$ cat src/design/pst_params.svh
// constants for the program space table access path
`ifndef PST_PARAMS_SVH
`define PST_PARAMS_SVH

// reset values
`define PST_PAGE_RST       8'h00
`define PST_DATA_RST       16'h0000
`define PST_ADDR_RST       24'h00_0000
`define PST_MASK_NONE      3'h0

// field positions inside the page pointer, a program address and an effective address
`define PST_CFG_BIT        7
`define PST_ADDR_CFG_BIT   23
`define PST_BSEL_BIT       0

// byte lane masks of a program word: bit0 low, bit1 mid, bit2 upper
`define PST_MASK_LO        3'h1
`define PST_MASK_MID       3'h2
`define PST_MASK_HI        3'h4
`define PST_MASK_WORD      3'h3

// zero fill for the phantom byte
`define PST_ZERO_BYTE      8'h00

`endif

$ cat src/design/pst_pkg.sv
// types shared by the table access modules
package pst_pkg;

  typedef enum logic [1:0] {
    PST_OP_READ_LOW   = 2'b00,
    PST_OP_READ_HIGH  = 2'b01,
    PST_OP_WRITE_LOW  = 2'b10,
    PST_OP_WRITE_HIGH = 2'b11
  } pst_op_t;

  typedef enum logic [1:0] {
    PST_ST_IDLE  = 2'b00,
    PST_ST_ISSUE = 2'b01,
    PST_ST_WAIT  = 2'b10
  } pst_state_t;

endpackage : pst_pkg

$ cat src/design/pst_fmt_if.sv
// lane steering signals between the access controller and the formatter
`timescale 1ns/100ps
interface pst_fmt_if;
  pst_pkg::pst_op_t op;
  logic             byte_mode;
  logic             byte_sel;
  logic [23:0]      prog_word;
  logic [15:0]      wr_data;
  logic [15:0]      rd_data;
  logic [23:0]      wr_word;
  logic [2:0]       wr_mask;

  modport ctl (output op, byte_mode, byte_sel, prog_word, wr_data,
               input  rd_data, wr_word, wr_mask);
  modport fmt (input  op, byte_mode, byte_sel, prog_word, wr_data,
               output rd_data, wr_word, wr_mask);
endinterface : pst_fmt_if

$ cat src/design/pst_access.sv
// table access controller between the core and the program memory array
`timescale 1ns/100ps
`include "pst_params.svh"
module pst_access (
  // clock and reset
  input  wire logic             sys_clk_i,
  input  wire logic             resetn_i,
  input  wire logic             clk_en_i,
  // page pointer
  input  wire logic             page_wr_i,
  input  wire logic [7:0]       page_wdata_i,
  output logic      [7:0]       table_page_pointer_o,
  // core table requests
  input  wire logic             req_valid_i,
  output logic                  req_ready_o,
  input  wire pst_pkg::pst_op_t req_op_i,
  input  wire logic             req_byte_i,
  input  wire logic [15:0]      req_ea_i,
  input  wire logic [15:0]      req_wdata_i,
  // core answers
  output logic                  ack_o,
  output logic      [15:0]      rdata_o,
  // program memory array
  output logic                  mem_rd_o,
  output logic                  mem_wr_o,
  output logic      [23:0]      mem_addr_o,
  output logic                  mem_cfg_o,
  output logic      [23:0]      mem_wdata_o,
  output logic      [2:0]       mem_wmask_o,
  input  wire logic [23:0]      mem_rdata_i
);
  import pst_pkg::*;

  pst_state_t  state_ff;
  pst_state_t  nxt_state;
  pst_op_t     op_ff;
  logic        byte_ff;
  logic        bsel_ff;
  logic [7:0]  page_ff;
  logic        accept;
  logic        is_write;
  logic [23:0] nxt_addr;
  pst_fmt_if   fmt_bus ();

  //////////////////////////////////////////////////////////////////////////////
  // lane formatter
  pst_fmt u_fmt (
    .f (fmt_bus.fmt)
  );

  // inputs steer the lanes while idle, the held request afterwards
  assign fmt_bus.op        = (state_ff == PST_ST_IDLE) ? req_op_i : op_ff;
  assign fmt_bus.byte_mode = (state_ff == PST_ST_IDLE) ? req_byte_i : byte_ff;
  assign fmt_bus.byte_sel  = (state_ff == PST_ST_IDLE) ? req_ea_i[`PST_BSEL_BIT] : bsel_ff;
  assign fmt_bus.prog_word = mem_rdata_i;
  assign fmt_bus.wr_data   = req_wdata_i;

  //////////////////////////////////////////////////////////////////////////////
  // page pointer
  always_ff @(posedge sys_clk_i or negedge resetn_i) begin
    if (!resetn_i) begin
      page_ff <= `PST_PAGE_RST;
    end else if (clk_en_i && page_wr_i) begin
      page_ff <= page_wdata_i;
    end
  end
  assign table_page_pointer_o = page_ff;

  //////////////////////////////////////////////////////////////////////////////
  // request sequencing
  assign req_ready_o = (state_ff == PST_ST_IDLE);
  assign accept      = clk_en_i && req_valid_i && req_ready_o;
  assign is_write    = (op_ff == PST_OP_WRITE_LOW) || (op_ff == PST_OP_WRITE_HIGH);

  always_comb begin
    nxt_state = state_ff;
    unique case (state_ff)
      PST_ST_IDLE: begin
        if (accept) begin
          nxt_state = PST_ST_ISSUE;
        end
      end
      PST_ST_ISSUE: begin
        nxt_state = is_write ? PST_ST_IDLE : PST_ST_WAIT;
      end
      PST_ST_WAIT: begin
        nxt_state = PST_ST_IDLE;
      end
      default: begin
        nxt_state = PST_ST_IDLE;
      end
    endcase
  end

  always_ff @(posedge sys_clk_i or negedge resetn_i) begin
    if (!resetn_i) begin
      state_ff <= PST_ST_IDLE;
    end else if (clk_en_i) begin
      state_ff <= nxt_state;
    end
  end

  always_ff @(posedge sys_clk_i or negedge resetn_i) begin
    if (!resetn_i) begin
      op_ff   <= PST_OP_READ_LOW;
      byte_ff <= 1'b0;
      bsel_ff <= 1'b0;
    end else if (accept) begin
      op_ff   <= req_op_i;
      byte_ff <= req_byte_i;
      bsel_ff <= req_ea_i[`PST_BSEL_BIT];
    end
  end

  //////////////////////////////////////////////////////////////////////////////
  // program memory strobes
  // the byte select bit never reaches the array: words sit on even addresses
  assign nxt_addr = {page_ff, req_ea_i[15:1], 1'b0};

  always_ff @(posedge sys_clk_i or negedge resetn_i) begin
    if (!resetn_i) begin
      mem_rd_o <= 1'b0;
      mem_wr_o <= 1'b0;
    end else if (clk_en_i) begin
      mem_rd_o <= accept && !req_op_i[1];
      mem_wr_o <= accept && req_op_i[1];
    end
  end

  always_ff @(posedge sys_clk_i or negedge resetn_i) begin
    if (!resetn_i) begin
      mem_addr_o  <= `PST_ADDR_RST;
      mem_cfg_o   <= 1'b0;
      mem_wdata_o <= `PST_ADDR_RST;
      mem_wmask_o <= `PST_MASK_NONE;
    end else if (accept) begin
      mem_addr_o  <= nxt_addr;
      mem_cfg_o   <= page_ff[`PST_CFG_BIT];
      mem_wdata_o <= fmt_bus.wr_word;
      mem_wmask_o <= req_op_i[1] ? fmt_bus.wr_mask : `PST_MASK_NONE;
    end
  end

  //////////////////////////////////////////////////////////////////////////////
  // answers to the core
  always_ff @(posedge sys_clk_i or negedge resetn_i) begin
    if (!resetn_i) begin
      ack_o <= 1'b0;
    end else if (clk_en_i) begin
      ack_o <= (state_ff == PST_ST_WAIT) || (state_ff == PST_ST_ISSUE && is_write);
    end
  end

  // last read data stays visible until the next read finishes
  always_ff @(posedge sys_clk_i or negedge resetn_i) begin
    if (!resetn_i) begin
      rdata_o <= `PST_DATA_RST;
    end else if (clk_en_i && state_ff == PST_ST_WAIT) begin
      rdata_o <= fmt_bus.rd_data;
    end
  end

  //////////////////////////////////////////////////////////////////////////////
  // checks
  logic [7:0] pw_hi;
  logic [7:0] pw_mid;
  logic [7:0] pw_lo;
  logic       wait_go;
  assign pw_hi   = mem_rdata_i[23:16];
  assign pw_mid  = mem_rdata_i[15:8];
  assign pw_lo   = mem_rdata_i[7:0];
  assign wait_go = clk_en_i && (state_ff == PST_ST_WAIT);
  logic       page_cfg;
  logic       req_bsel;
  logic [7:0] req_wbyte;
  assign page_cfg  = page_ff[`PST_CFG_BIT];
  assign req_bsel  = req_ea_i[`PST_BSEL_BIT];
  assign req_wbyte = req_wdata_i[7:0];

  AST_LOW_WORD_READ: assert property (@(posedge sys_clk_i) disable iff (!resetn_i)
    wait_go && op_ff == PST_OP_READ_LOW && !byte_ff
    |=> ack_o && rdata_o == {$past(pw_mid), $past(pw_lo)})
    else $error("low word read lost program bits");

  AST_LOW_BYTE_READ: assert property (@(posedge sys_clk_i) disable iff (!resetn_i)
    wait_go && op_ff == PST_OP_READ_LOW && byte_ff
    |=> rdata_o == {`PST_ZERO_BYTE, ($past(bsel_ff) ? $past(pw_mid) : $past(pw_lo))})
    else $error("low byte read picked wrong byte");

  AST_HIGH_WORD_READ: assert property (@(posedge sys_clk_i) disable iff (!resetn_i)
    wait_go && op_ff == PST_OP_READ_HIGH && !byte_ff
    |=> rdata_o == {`PST_ZERO_BYTE, $past(pw_hi)})
    else $error("high word read phantom byte not zero");

  AST_HIGH_BYTE_READ: assert property (@(posedge sys_clk_i) disable iff (!resetn_i)
    wait_go && op_ff == PST_OP_READ_HIGH && byte_ff
    |=> rdata_o == ($past(bsel_ff) ? `PST_DATA_RST : {`PST_ZERO_BYTE, $past(pw_hi)}))
    else $error("high byte read wrong value");

  AST_UPPER_ONLY_HIGH: assert property (@(posedge sys_clk_i) disable iff (!resetn_i)
    mem_wr_o && mem_wmask_o[2] |-> op_ff == PST_OP_WRITE_HIGH && mem_wmask_o[1:0] == 2'h0)
    else $error("upper byte written by a low operation");

  AST_LOW_SPACE_WRITE: assert property (@(posedge sys_clk_i) disable iff (!resetn_i)
    mem_wr_o && op_ff == PST_OP_WRITE_LOW |-> !mem_wmask_o[2] && mem_wmask_o != `PST_MASK_NONE)
    else $error("low write outside the low word space");

  AST_EVEN_ADDRESS: assert property (@(posedge sys_clk_i) disable iff (!resetn_i)
    (mem_rd_o || mem_wr_o) |-> !mem_addr_o[0])
    else $error("program address not on a word boundary");

  AST_PAGE_ADDRESS: assert property (@(posedge sys_clk_i) disable iff (!resetn_i)
    accept |=> mem_addr_o[23:16] == $past(page_ff)
      && {mem_addr_o[15:1], 1'b0} == ($past(req_ea_i) & 16'hFFFE))
    else $error("program address not formed from page and offset");

  AST_CFG_SPACE: assert property (@(posedge sys_clk_i) disable iff (!resetn_i)
    (mem_rd_o || mem_wr_o) |-> mem_cfg_o == mem_addr_o[`PST_ADDR_CFG_BIT])
    else $error("space select disagrees with page bit 7");

  AST_WRITE_SEQ: assert property (@(posedge sys_clk_i) disable iff (!resetn_i)
    accept && req_op_i[1] |=> mem_wr_o && !mem_rd_o ##1 (!$past(clk_en_i) || ack_o))
    else $error("table write not issued and answered");

  AST_READ_SEQ: assert property (@(posedge sys_clk_i) disable iff (!resetn_i)
    accept && !req_op_i[1] |=> mem_rd_o && !mem_wr_o && !req_ready_o)
    else $error("table read not issued to program memory");

  //////////////////////////////////////////////////////////////////////////////
  // write lanes, page pointer and handshake timing

  AST_LOW_WORD_WRITE: assert property (@(posedge sys_clk_i) disable iff (!resetn_i)
    accept && req_op_i == PST_OP_WRITE_LOW && !req_byte_i
    |=> mem_wmask_o == `PST_MASK_WORD && mem_wdata_o[15:0] == $past(req_wdata_i))
    else $error("low word write lost data bits");

  AST_LOW_BYTE_WRITE: assert property (@(posedge sys_clk_i) disable iff (!resetn_i)
    accept && req_op_i == PST_OP_WRITE_LOW && req_byte_i
    |=> mem_wmask_o == ($past(req_bsel) ? `PST_MASK_MID : `PST_MASK_LO))
    else $error("low byte write hit the wrong lane");

  AST_LOW_BYTE_DATA: assert property (@(posedge sys_clk_i) disable iff (!resetn_i)
    accept && req_op_i == PST_OP_WRITE_LOW && req_byte_i
    |=> ($past(req_bsel) ? mem_wdata_o[15:8] : mem_wdata_o[7:0]) == $past(req_wbyte))
    else $error("low byte write carried the wrong byte");

  AST_HIGH_WR_DATA: assert property (@(posedge sys_clk_i) disable iff (!resetn_i)
    accept && req_op_i == PST_OP_WRITE_HIGH
    |=> mem_wdata_o[23:16] == $past(req_wbyte))
    else $error("high write carried the wrong byte");

  AST_HIGH_WR_LANE: assert property (@(posedge sys_clk_i) disable iff (!resetn_i)
    accept && req_op_i == PST_OP_WRITE_HIGH && !(req_byte_i && req_bsel)
    |=> mem_wmask_o == `PST_MASK_HI)
    else $error("high write missed the upper lane");

  AST_PHANTOM_WRITE: assert property (@(posedge sys_clk_i) disable iff (!resetn_i)
    accept && req_op_i == PST_OP_WRITE_HIGH && req_byte_i && req_bsel
    |=> mem_wr_o && mem_wmask_o == `PST_MASK_NONE)
    else $error("phantom byte write reached program memory");

  AST_ONE_STROBE: assert property (@(posedge sys_clk_i) disable iff (!resetn_i)
    mem_rd_o || mem_wr_o
    |-> !(mem_rd_o && mem_wr_o))
    else $error("read and write strobes together");

  AST_STROBE_PULSE: assert property (@(posedge sys_clk_i) disable iff (!resetn_i)
    clk_en_i && (mem_rd_o || mem_wr_o)
    |=> !mem_rd_o && !mem_wr_o)
    else $error("program memory strobe stood too long");

  AST_PAGE_SPACE: assert property (@(posedge sys_clk_i) disable iff (!resetn_i)
    accept
    |=> mem_cfg_o == $past(page_cfg))
    else $error("space select not taken from the page pointer");

  AST_PAGE_LOAD: assert property (@(posedge sys_clk_i) disable iff (!resetn_i)
    clk_en_i && page_wr_i
    |=> table_page_pointer_o == $past(page_wdata_i))
    else $error("page pointer write lost");

  AST_PAGE_HOLD: assert property (@(posedge sys_clk_i) disable iff (!resetn_i)
    !(clk_en_i && page_wr_i)
    |=> $stable(table_page_pointer_o))
    else $error("page pointer changed without a write");

  AST_ACK_PULSE: assert property (@(posedge sys_clk_i) disable iff (!resetn_i)
    clk_en_i && ack_o
    |=> !ack_o)
    else $error("answer stood longer than one cycle");

  AST_RDATA_HOLD: assert property (@(posedge sys_clk_i) disable iff (!resetn_i)
    !wait_go
    |=> $stable(rdata_o))
    else $error("read data changed without a finished read");

  AST_READY_AT_ACK: assert property (@(posedge sys_clk_i) disable iff (!resetn_i)
    ack_o
    |-> req_ready_o)
    else $error("controller busy while answering");

  AST_READ_ANSWER: assert property (@(posedge sys_clk_i) disable iff (!resetn_i)
    accept && !req_op_i[1] ##1 clk_en_i ##1 clk_en_i
    |=> ack_o)
    else $error("table read not answered on the third cycle");

endmodule : pst_access

$ cat src/design/pst_fmt.sv
// byte lane steering between 24-bit program words and 16-bit data
`timescale 1ns/100ps
`include "pst_params.svh"
module pst_fmt (
  pst_fmt_if.fmt f
);
  import pst_pkg::*;

  //////////////////////////////////////////////////////////////////////////////
  // read side
  always_comb begin
    f.rd_data = `PST_DATA_RST;
    unique case (f.op)
      PST_OP_READ_LOW: begin
        if (!f.byte_mode) begin
          f.rd_data = f.prog_word[15:0];
        end else if (f.byte_sel) begin
          f.rd_data = {`PST_ZERO_BYTE, f.prog_word[15:8]};
        end else begin
          f.rd_data = {`PST_ZERO_BYTE, f.prog_word[7:0]};
        end
      end
      PST_OP_READ_HIGH: begin
        // phantom byte never carries program data
        if (!f.byte_mode) begin
          f.rd_data = {`PST_ZERO_BYTE, f.prog_word[23:16]};
        end else if (f.byte_sel) begin
          f.rd_data = `PST_DATA_RST;
        end else begin
          f.rd_data = {`PST_ZERO_BYTE, f.prog_word[23:16]};
        end
      end
      PST_OP_WRITE_LOW, PST_OP_WRITE_HIGH: begin
        f.rd_data = `PST_DATA_RST;
      end
    endcase
  end

  //////////////////////////////////////////////////////////////////////////////
  // write side
  always_comb begin
    f.wr_word = `PST_ADDR_RST;
    f.wr_mask = `PST_MASK_NONE;
    unique case (f.op)
      PST_OP_WRITE_LOW: begin
        if (!f.byte_mode) begin
          f.wr_word = {`PST_ZERO_BYTE, f.wr_data};
          f.wr_mask = `PST_MASK_WORD;
        end else if (f.byte_sel) begin
          f.wr_word = {`PST_ZERO_BYTE, f.wr_data[7:0], `PST_ZERO_BYTE};
          f.wr_mask = `PST_MASK_MID;
        end else begin
          f.wr_word = {`PST_ZERO_BYTE, `PST_ZERO_BYTE, f.wr_data[7:0]};
          f.wr_mask = `PST_MASK_LO;
        end
      end
      PST_OP_WRITE_HIGH: begin
        // a write to the phantom byte is dropped: there is no storage behind it
        f.wr_word = {f.wr_data[7:0], `PST_ZERO_BYTE, `PST_ZERO_BYTE};
        if (f.byte_mode && f.byte_sel) begin
          f.wr_mask = `PST_MASK_NONE;
        end else begin
          f.wr_mask = `PST_MASK_HI;
        end
      end
      PST_OP_READ_LOW, PST_OP_READ_HIGH: begin
        f.wr_mask = `PST_MASK_NONE;
      end
    endcase
  end

endmodule : pst_fmt

$ cat config.mk
export PLATFORM = sky130hd
export DESIGN_NAME = pst_access
export DESIGN_NICKNAME = d
export VERILOG_FILES = /design/src/design/pst_pkg.sv /design/src/design/pst_fmt_if.sv /design/src/design/pst_access.sv /design/src/design/pst_fmt.sv
export VERILOG_INCLUDE_DIRS = /design/src /design/src/design
export SDC_FILE = /design/constraint.sdc
export NUM_CORES = 1
export LEC_CHECK = 0
export ABC_AREA = 1
export BUFFER_PORTS_ARGS = -buffer_cell sky130_fd_sc_hd__buf_2
export CAP_MARGIN = 20
export CORE_ASPECT_RATIO = 0.6
export CORE_UTILIZATION = 48
export CTS_CLUSTER_SIZE = 20
export DETAILED_ROUTE_END_ITERATION = 7
export PLACE_DENSITY = 0.8
export SKIP_CTS_REPAIR_TIMING = 1
export SLEW_MARGIN = 40
export SYNTH_ARGS = -nofsm -noshare
export SYNTH_HDL_FRONTEND = slang
export SYNTH_SLANG_ARGS = --single-unit
$ cat constraint.sdc
create_clock -name sys_clk_i -period 1.7 [get_ports sys_clk_i]
set_clock_uncertainty 0.1 [all_clocks]
set_input_delay 0.255 -clock sys_clk_i [delete_from_list [all_inputs] [get_ports sys_clk_i]]
set_output_delay 0.255 -clock sys_clk_i [all_outputs]
set_load 0.01 [all_outputs]
# --- Word level (Yosys, flattened, before mapping) ---
# Cells that the tools add are included.
# W data, S select, Z words.
word_totals:
  regBits: 84
  input_bits: 72
  out_inout_bits: 80
  word_cells: 56
classes:
  n_eq_ne: 8
  n_mux: 19
  n_reduce_logical: 16
ops:
  columns: ["operator", "n"]
  rows:
  - ["$mux W16", 3]
  - ["$pmux W16 S3", 1]
  - ["$pmux W24 S2", 1]
  - ["$mux W24", 1]
  - ["$mux W8", 2]
  - ["$eq A2 B2 Y1 const B", 5]
  - ["$mux W3", 3]
  - ["$pmux W3 S3", 1]
  - ["$logic_and A1 B1 Y1", 8]
  - ["$mux W2", 4]
  - ["$eq A2 B1 Y1 const B", 2]
  - ["$logic_not A2 Y1", 2]
  - ["$pmux W2 S2", 1]
  - ["$reduce_or A2 Y1", 2]
  - ["$logic_or A1 B1 Y1", 2]
  - ["$mux W1", 2]
  - ["$ne A2 B1 Y1 const B", 1]
  - ["$reduce_and A2 Y1", 1]
  - ["$logic_not A1 Y1", 1]

# --- Depth between registers and ports, before layout ---
logic_depth:
  word_depth: 6
  depth_mapped: 10
  depth_no_buf: 10

# --- By module ---
# A second synthesis with hierarchy kept.
hier_totals:
  cells_unflattened: 518
  area_unflattened_um2: 3970.1
by_module_without_submodules:
  columns: ["module", "n_inst", "cells_per_inst", "area_each_um2", "seq_area_each_um2"]
  rows:
  - ["pst_access", 1, 387, 3399.5, 2077.0]
  - ["pst_fmt", 1, 131, 570.5, 0.0]

# --- Worst setup path before layout ---
# No wires, ideal clock.
synth_path:
  kind: "flip-flop to flip-flop"
  from: "register state_ff[0]"
  to: "register rdata_o[0]"
  setup_time_ps: 117
  t_arrival_ps: 1389
  required_time_ps: 1483
  path_slack_ps: 94
  path_stages_with_launch: 10
  path_buffers: 1
  period_less_slack_ps: 1606
  path_cell_list: "dfrtp_1 > nor2_4 > nand2_1 > nand2_2 > nand2_4 > buf_6 > nand3_1 > nand2_1 > nand2_1 > nand2_1"
synth_between:
  elab_chain_len: 5
  elab_cells_between_ends: 16
  cone_classes: "eq/ne: 4; mux: 8; reduce/logical: 4"
synth_rtl:
  columns: ["item", "line", "text"]
  rows:
  - ["start, declared", "pst_access.sv:34", "pst_state_t state_ff;"]
  - ["start signal, assigned", "pst_access.sv:99", "state_ff <= nxt_state;"]
  - ["$logic_not A2 Y1 *", null, null]
  - ["named net req_ready_o", "pst_access.sv:15", "output logic req_ready_o,"]
  - ["$mux W2 / $mux W1 (equally long branches)", "pst_access.sv:52, pst_access.sv:54", null]
  - ["$eq A2 B2 Y1 (tied with other cells)", "pst_fmt.sv:13", "unique case (f.op)"]
  - ["$reduce_or A2 Y1 (tied with other cells)", "pst_fmt.sv:13", null]
  - ["$pmux W16 S3 *", "pst_fmt.sv:13", null]
  - ["end signal, assigned", "pst_access.sv:157", "rdata_o <= `PST_DATA_RST;"]
  - ["end signal, assigned", "pst_access.sv:159", "rdata_o <= fmt_bus.rd_data;"]
  - ["end, declared", "pst_access.sv:22", "output logic [15:0] rdata_o,"]
# Mark *: on every way through the listed nets, which the timed path passes. The rest lies on a longest branch.
# A chain may end at the register's enable or synchronous reset.

# --- Worst setup path in the final report ---
layout_path:
  from: "register state_ff[0]"
  to: "register rdata_o[1]"
layout_between:
  elab_chain_len: 5
  elab_cells_between_ends: 16
  cone_classes: "eq/ne: 4; mux: 8; reduce/logical: 4"
layout_rtl:
  columns: ["item", "line"]
  rows:
  - ["$logic_not A2 Y1", "pst_access.sv:52, pst_access.sv:53, pst_access.sv:54"]
  - ["$mux W2 / $mux W1 (equally long branches)", "pst_access.sv:52, pst_access.sv:54"]
  - ["$eq A2 B2 Y1 (tied with other cells)", "pst_fmt.sv:13"]
  - ["$reduce_or A2 Y1 (tied with other cells)", "pst_fmt.sv:13"]
  - ["$pmux W16 S3", "pst_fmt.sv:13"]
# Several ways; a longest one is shown, not always the timed one.

==> results.md <==
- Status: complete, no violations
- Placed insts: roughly 680
- Core area: between 0.007 and 0.008 sq mm
- Cell area after layout: ~0.0048 sq mm
- Bufs and invs on worst path: 1
- Yosys cell types: 23
- Number of enable flip-flop cells after synthesis: 0
- Largest cells by area after synthesis: dfrtp_1 (57%), nand2_1 (21%), nand3_1 (4.8%), inv_1 (2.5%), o21ai_1 (2.3%)
- Post-layout min period: roughly 1600 ps
- CTS tree: yes
- Fill count: about 670
- Syn avg cell area: about 8.5 sq um
- Number of max-cap violations: 0
- Final Hold Viols: 0
- Most frequent cell after synthesis: nand2_1
- Critical path fanouts, max: 8
- Worst Slack Setup Final: around 97 ps
- CTS root buf: clkbuf_16
- Synth Register Bits: a little over 80
- Pre-CTS WS: 44.9 ps
- Sink Count: 83
- Mapped Cells: between 400 and 500
- CTS clk-pin slew, worst paths: approximately 60 ps
- Initial DRC Count: between 300 and 400
- HP Class: in -> reg
- Number of global-route vias before repair: between 3000 and 4000
- CP max stage delay: ~420 ps
- Die Span Y: between 60 and 70 um
- RSZ-0062 raised after global routing: yes
- Die span in x: ~110 um
- CP max stage cell: dfrtp_1
- Global-route wire length before repair: ~15 mm
- DRC: 0
- Leakage: approximately 2.8 nW
- Crit path cell chain: nor2_4 > nand2_1 > nand2_4 > inv_1 > nor2_4 > nand3_1 > nand2_1 > nand2_1 > nand2_1
- DRT Pass-1 Iters: 7
- CP Depth: 9
- Most frequent cells after synthesis: nand2_1 (206), dfrtp_1 (83), nand3_1 (35)
- Register area share after synthesis: a little under three fifths
- DR vias: 3465
- Post-synth top area share: a little under three fifths
- Peak supply drop: 0.654 mV
- TritonCTS buffer count: 9
- Final period util: 94.3%
- Syn_nets: 500
- GP Congestion: ~0.84
- CP Launch Type: register
- Crit path required time: 1870 ps
- Met2 usage: between 30 and 40%
- Worst hold margin: approximately 12 ps
- IO Port Bufs: 150
- Most frequent CP cell: nand2_1
- Crit path max-delay family: simple AND/OR/NAND/NOR gates
- Largest net degree at the start of global routing: 84
- Synth async-reset ratio: 100%
- Achievable Freq: slightly above 600 MHz
- Dpl cell area: between 0.004 and 0.005 sq mm
- Io pins: 152
- Die footprint: 0.00795 sq mm
- Met3 usage: 7.26%
- Post-Synthesis Cell Area: around 0.0036 sq mm
- Final core utilization: 66.1%
- Yosys warns: 0
- Antenna-violating nets left: 0
- Drt total wl: ~9.5 mm
- GRT busiest layer: met2
- CTS H-tree depth: 3
- Hold Path Depth: 3
- Max-slew violation count: 0
- Non-Filler Instances: around 690
- Via density: 5.00
- Diode count: 0
- PwrDens: about 1300 mW/mm^2
- CP Class: reg -> reg
- DR WL/cell: about 14 um
- Initial antenna violation count: 0
- Area Overhead vs Synth: 32.6%
- Post-synth top flop: dfrtp_1
- Initial core utilization: 49.9%
- CP Capture Type: register
- Reg2reg path depth: 9
- Clock Path Buffers: 2
- Final setup vio count: 0
- Hpwl dp: approximately 7 mm
- Post-synth top area cell: dfrtp_1
- NumNets Final: about 660
- Remaining Overflow, GRT: 0
- GRT Util Overall: between 20% and 30%
- Clk_lat worst skew: around 340 ps
- Row count: 24
- Worst path arrival time: 1780 ps
- Global Route met1 Usage: 36.4%
- Fraction of layout cells with a size suffix above 1: 33.6%
==> stage by stage <==
step / total power [W] / TNS, ps
finish: 0.00615 / 0
floorplan: 0.00364 / 0
global placement: 0.00435 / 0
CTS: 0.00618 / 0
detailed placement: 0.00440 / 0
global route: 0.00651 / -255
==> worst register-to-register path, stage by stage, from the launching register on <==
cell     delay, ps
dfrtp_1        420
nor2_4         220
nand2_1        130
nand2_4        120
inv_1           70
nor2_4         180
nand3_1        110
nand2_1         80
nand2_1         40
nand2_1         60
==> metal layers <==
| layer | routed length, um | vias up |
|---|---|---|
| met5 | 0 | - |
| met4 | 127 | 0 |
| met3 | 837 | 12 |
| met2 | 4170 | 149 |
| met1 | 4390 | 1650 |
| li1 | - | 1654 |
==> where the power goes <==
| part | total, W | internal (W) | switching [W] |
|---|---|---|---|
| combinational | 0.00174 | 0.000693 | 0.00104 |
| sequential | 0.00265 | 0.00241 | 0.000243 |
| clock | 0.00176 | 0.00102 | 0.000743 |
==> final timing paths <==
check,slack (ps),from,end
max,100,state_ff[0]$_DFFE_PN0P_,rdata_o[1]$_DFFE_PN0P_
min in group asynchronous,360,resetn_i,mem_wdata_o[16]$_DFFE_PN0P_
min,10,req_ea_i[13],mem_addr_o[13]$_DFFE_PN0P_
min reg2reg,370,mem_addr_o[5]$_DFFE_PN0P_,mem_addr_o[5]$_DFFE_PN0P_
max in group asynchronous,750,resetn_i,rdata_o[13]$_DFFE_PN0P_
max reg2reg,100,state_ff[0]$_DFFE_PN0P_,rdata_o[1]$_DFFE_PN0P_
==> cells in the final DEF, fill, tap and decap left out <==
master | synthesis | routed
nor2_1 | 3 | 3
nand4_1 | 1 | 1
buf_12 | 0 | 2
buf_2 | 8 | 149
nor3_4 | 1 | 1
clkinv_2 | 0 | 1
clkinvlp_4 | 0 | 1
nand3_1 | 35 | 34
inv_2 | 5 | 5
o21ai_1 | 17 | 17
buf_4 | 4 | 10
nand2_2 | 3 | 1
clkbuf_8 | 0 | 1
inv_1 | 24 | 24
dlygate4sd3_1 | 0 | 1
o21ai_0 | 16 | 16
nand3_4 | 0 | 1
nor2_4 | 4 | 4
nand2_4 | 2 | 4
o21ai_4 | 1 | 1
clkbuf_1 | 1 | 3
conb_1 | 1 | 1
a21oi_1 | 2 | 2
mux2_2 | 7 | 7
nand2_1 | 206 | 206
clkbuf_16 | 0 | 9
dfrtp_1 | 83 | 83
nand3_2 | 1 | 1
==> layout make-up <==
| type | count | area, sq um | share of cell area [%] |
|---|---|---|---|
| clock buffer | 13 | 250 | 5.19 |
| clock inverter | 2 | 12.5 | 0.259 |
| inverter | 29 | 109 | 2.26 |
| multi-input combinational | 300 | 1380 | 28.5 |
| sequential | 83 | 2080 | 43.0 |
| tap | 104 | 130 | 2.70 |
| timing repair buffer | 162 | 871 | 18.0 |
==> registers in the layout, summed over array words and instances, names as in the netlist <==
name                  flops
mem_wmask_o               3
mem_wdata_o              24
mem_addr_o               22
ack_o                     1
mem_cfg_o                 1
byte_ff                   1
mem_wr_o                  1
mem_rd_o                  1
rdata_o                  16
table_page_pointer_o      8
op_ff                     2
bsel_ff                   1
state_ff                  2
==> cells by family (layout without fill, tap and decap cells) <==
kind of cell | after synthesis | count (layout) | synth area share (%)
buffers and inverters | 45 | 206 | 5.78
muxes | 7 | 7 | 2.17
and+or+nand+nor | 256 | 256 | 29.6
AOI/OAI and AO/OA | 36 | 36 | 5.26
other | 1 | 1 | 0.103
DFF | 83 | 83 | 57.1
Note: power is estimated with default switching activity, not from simulation.
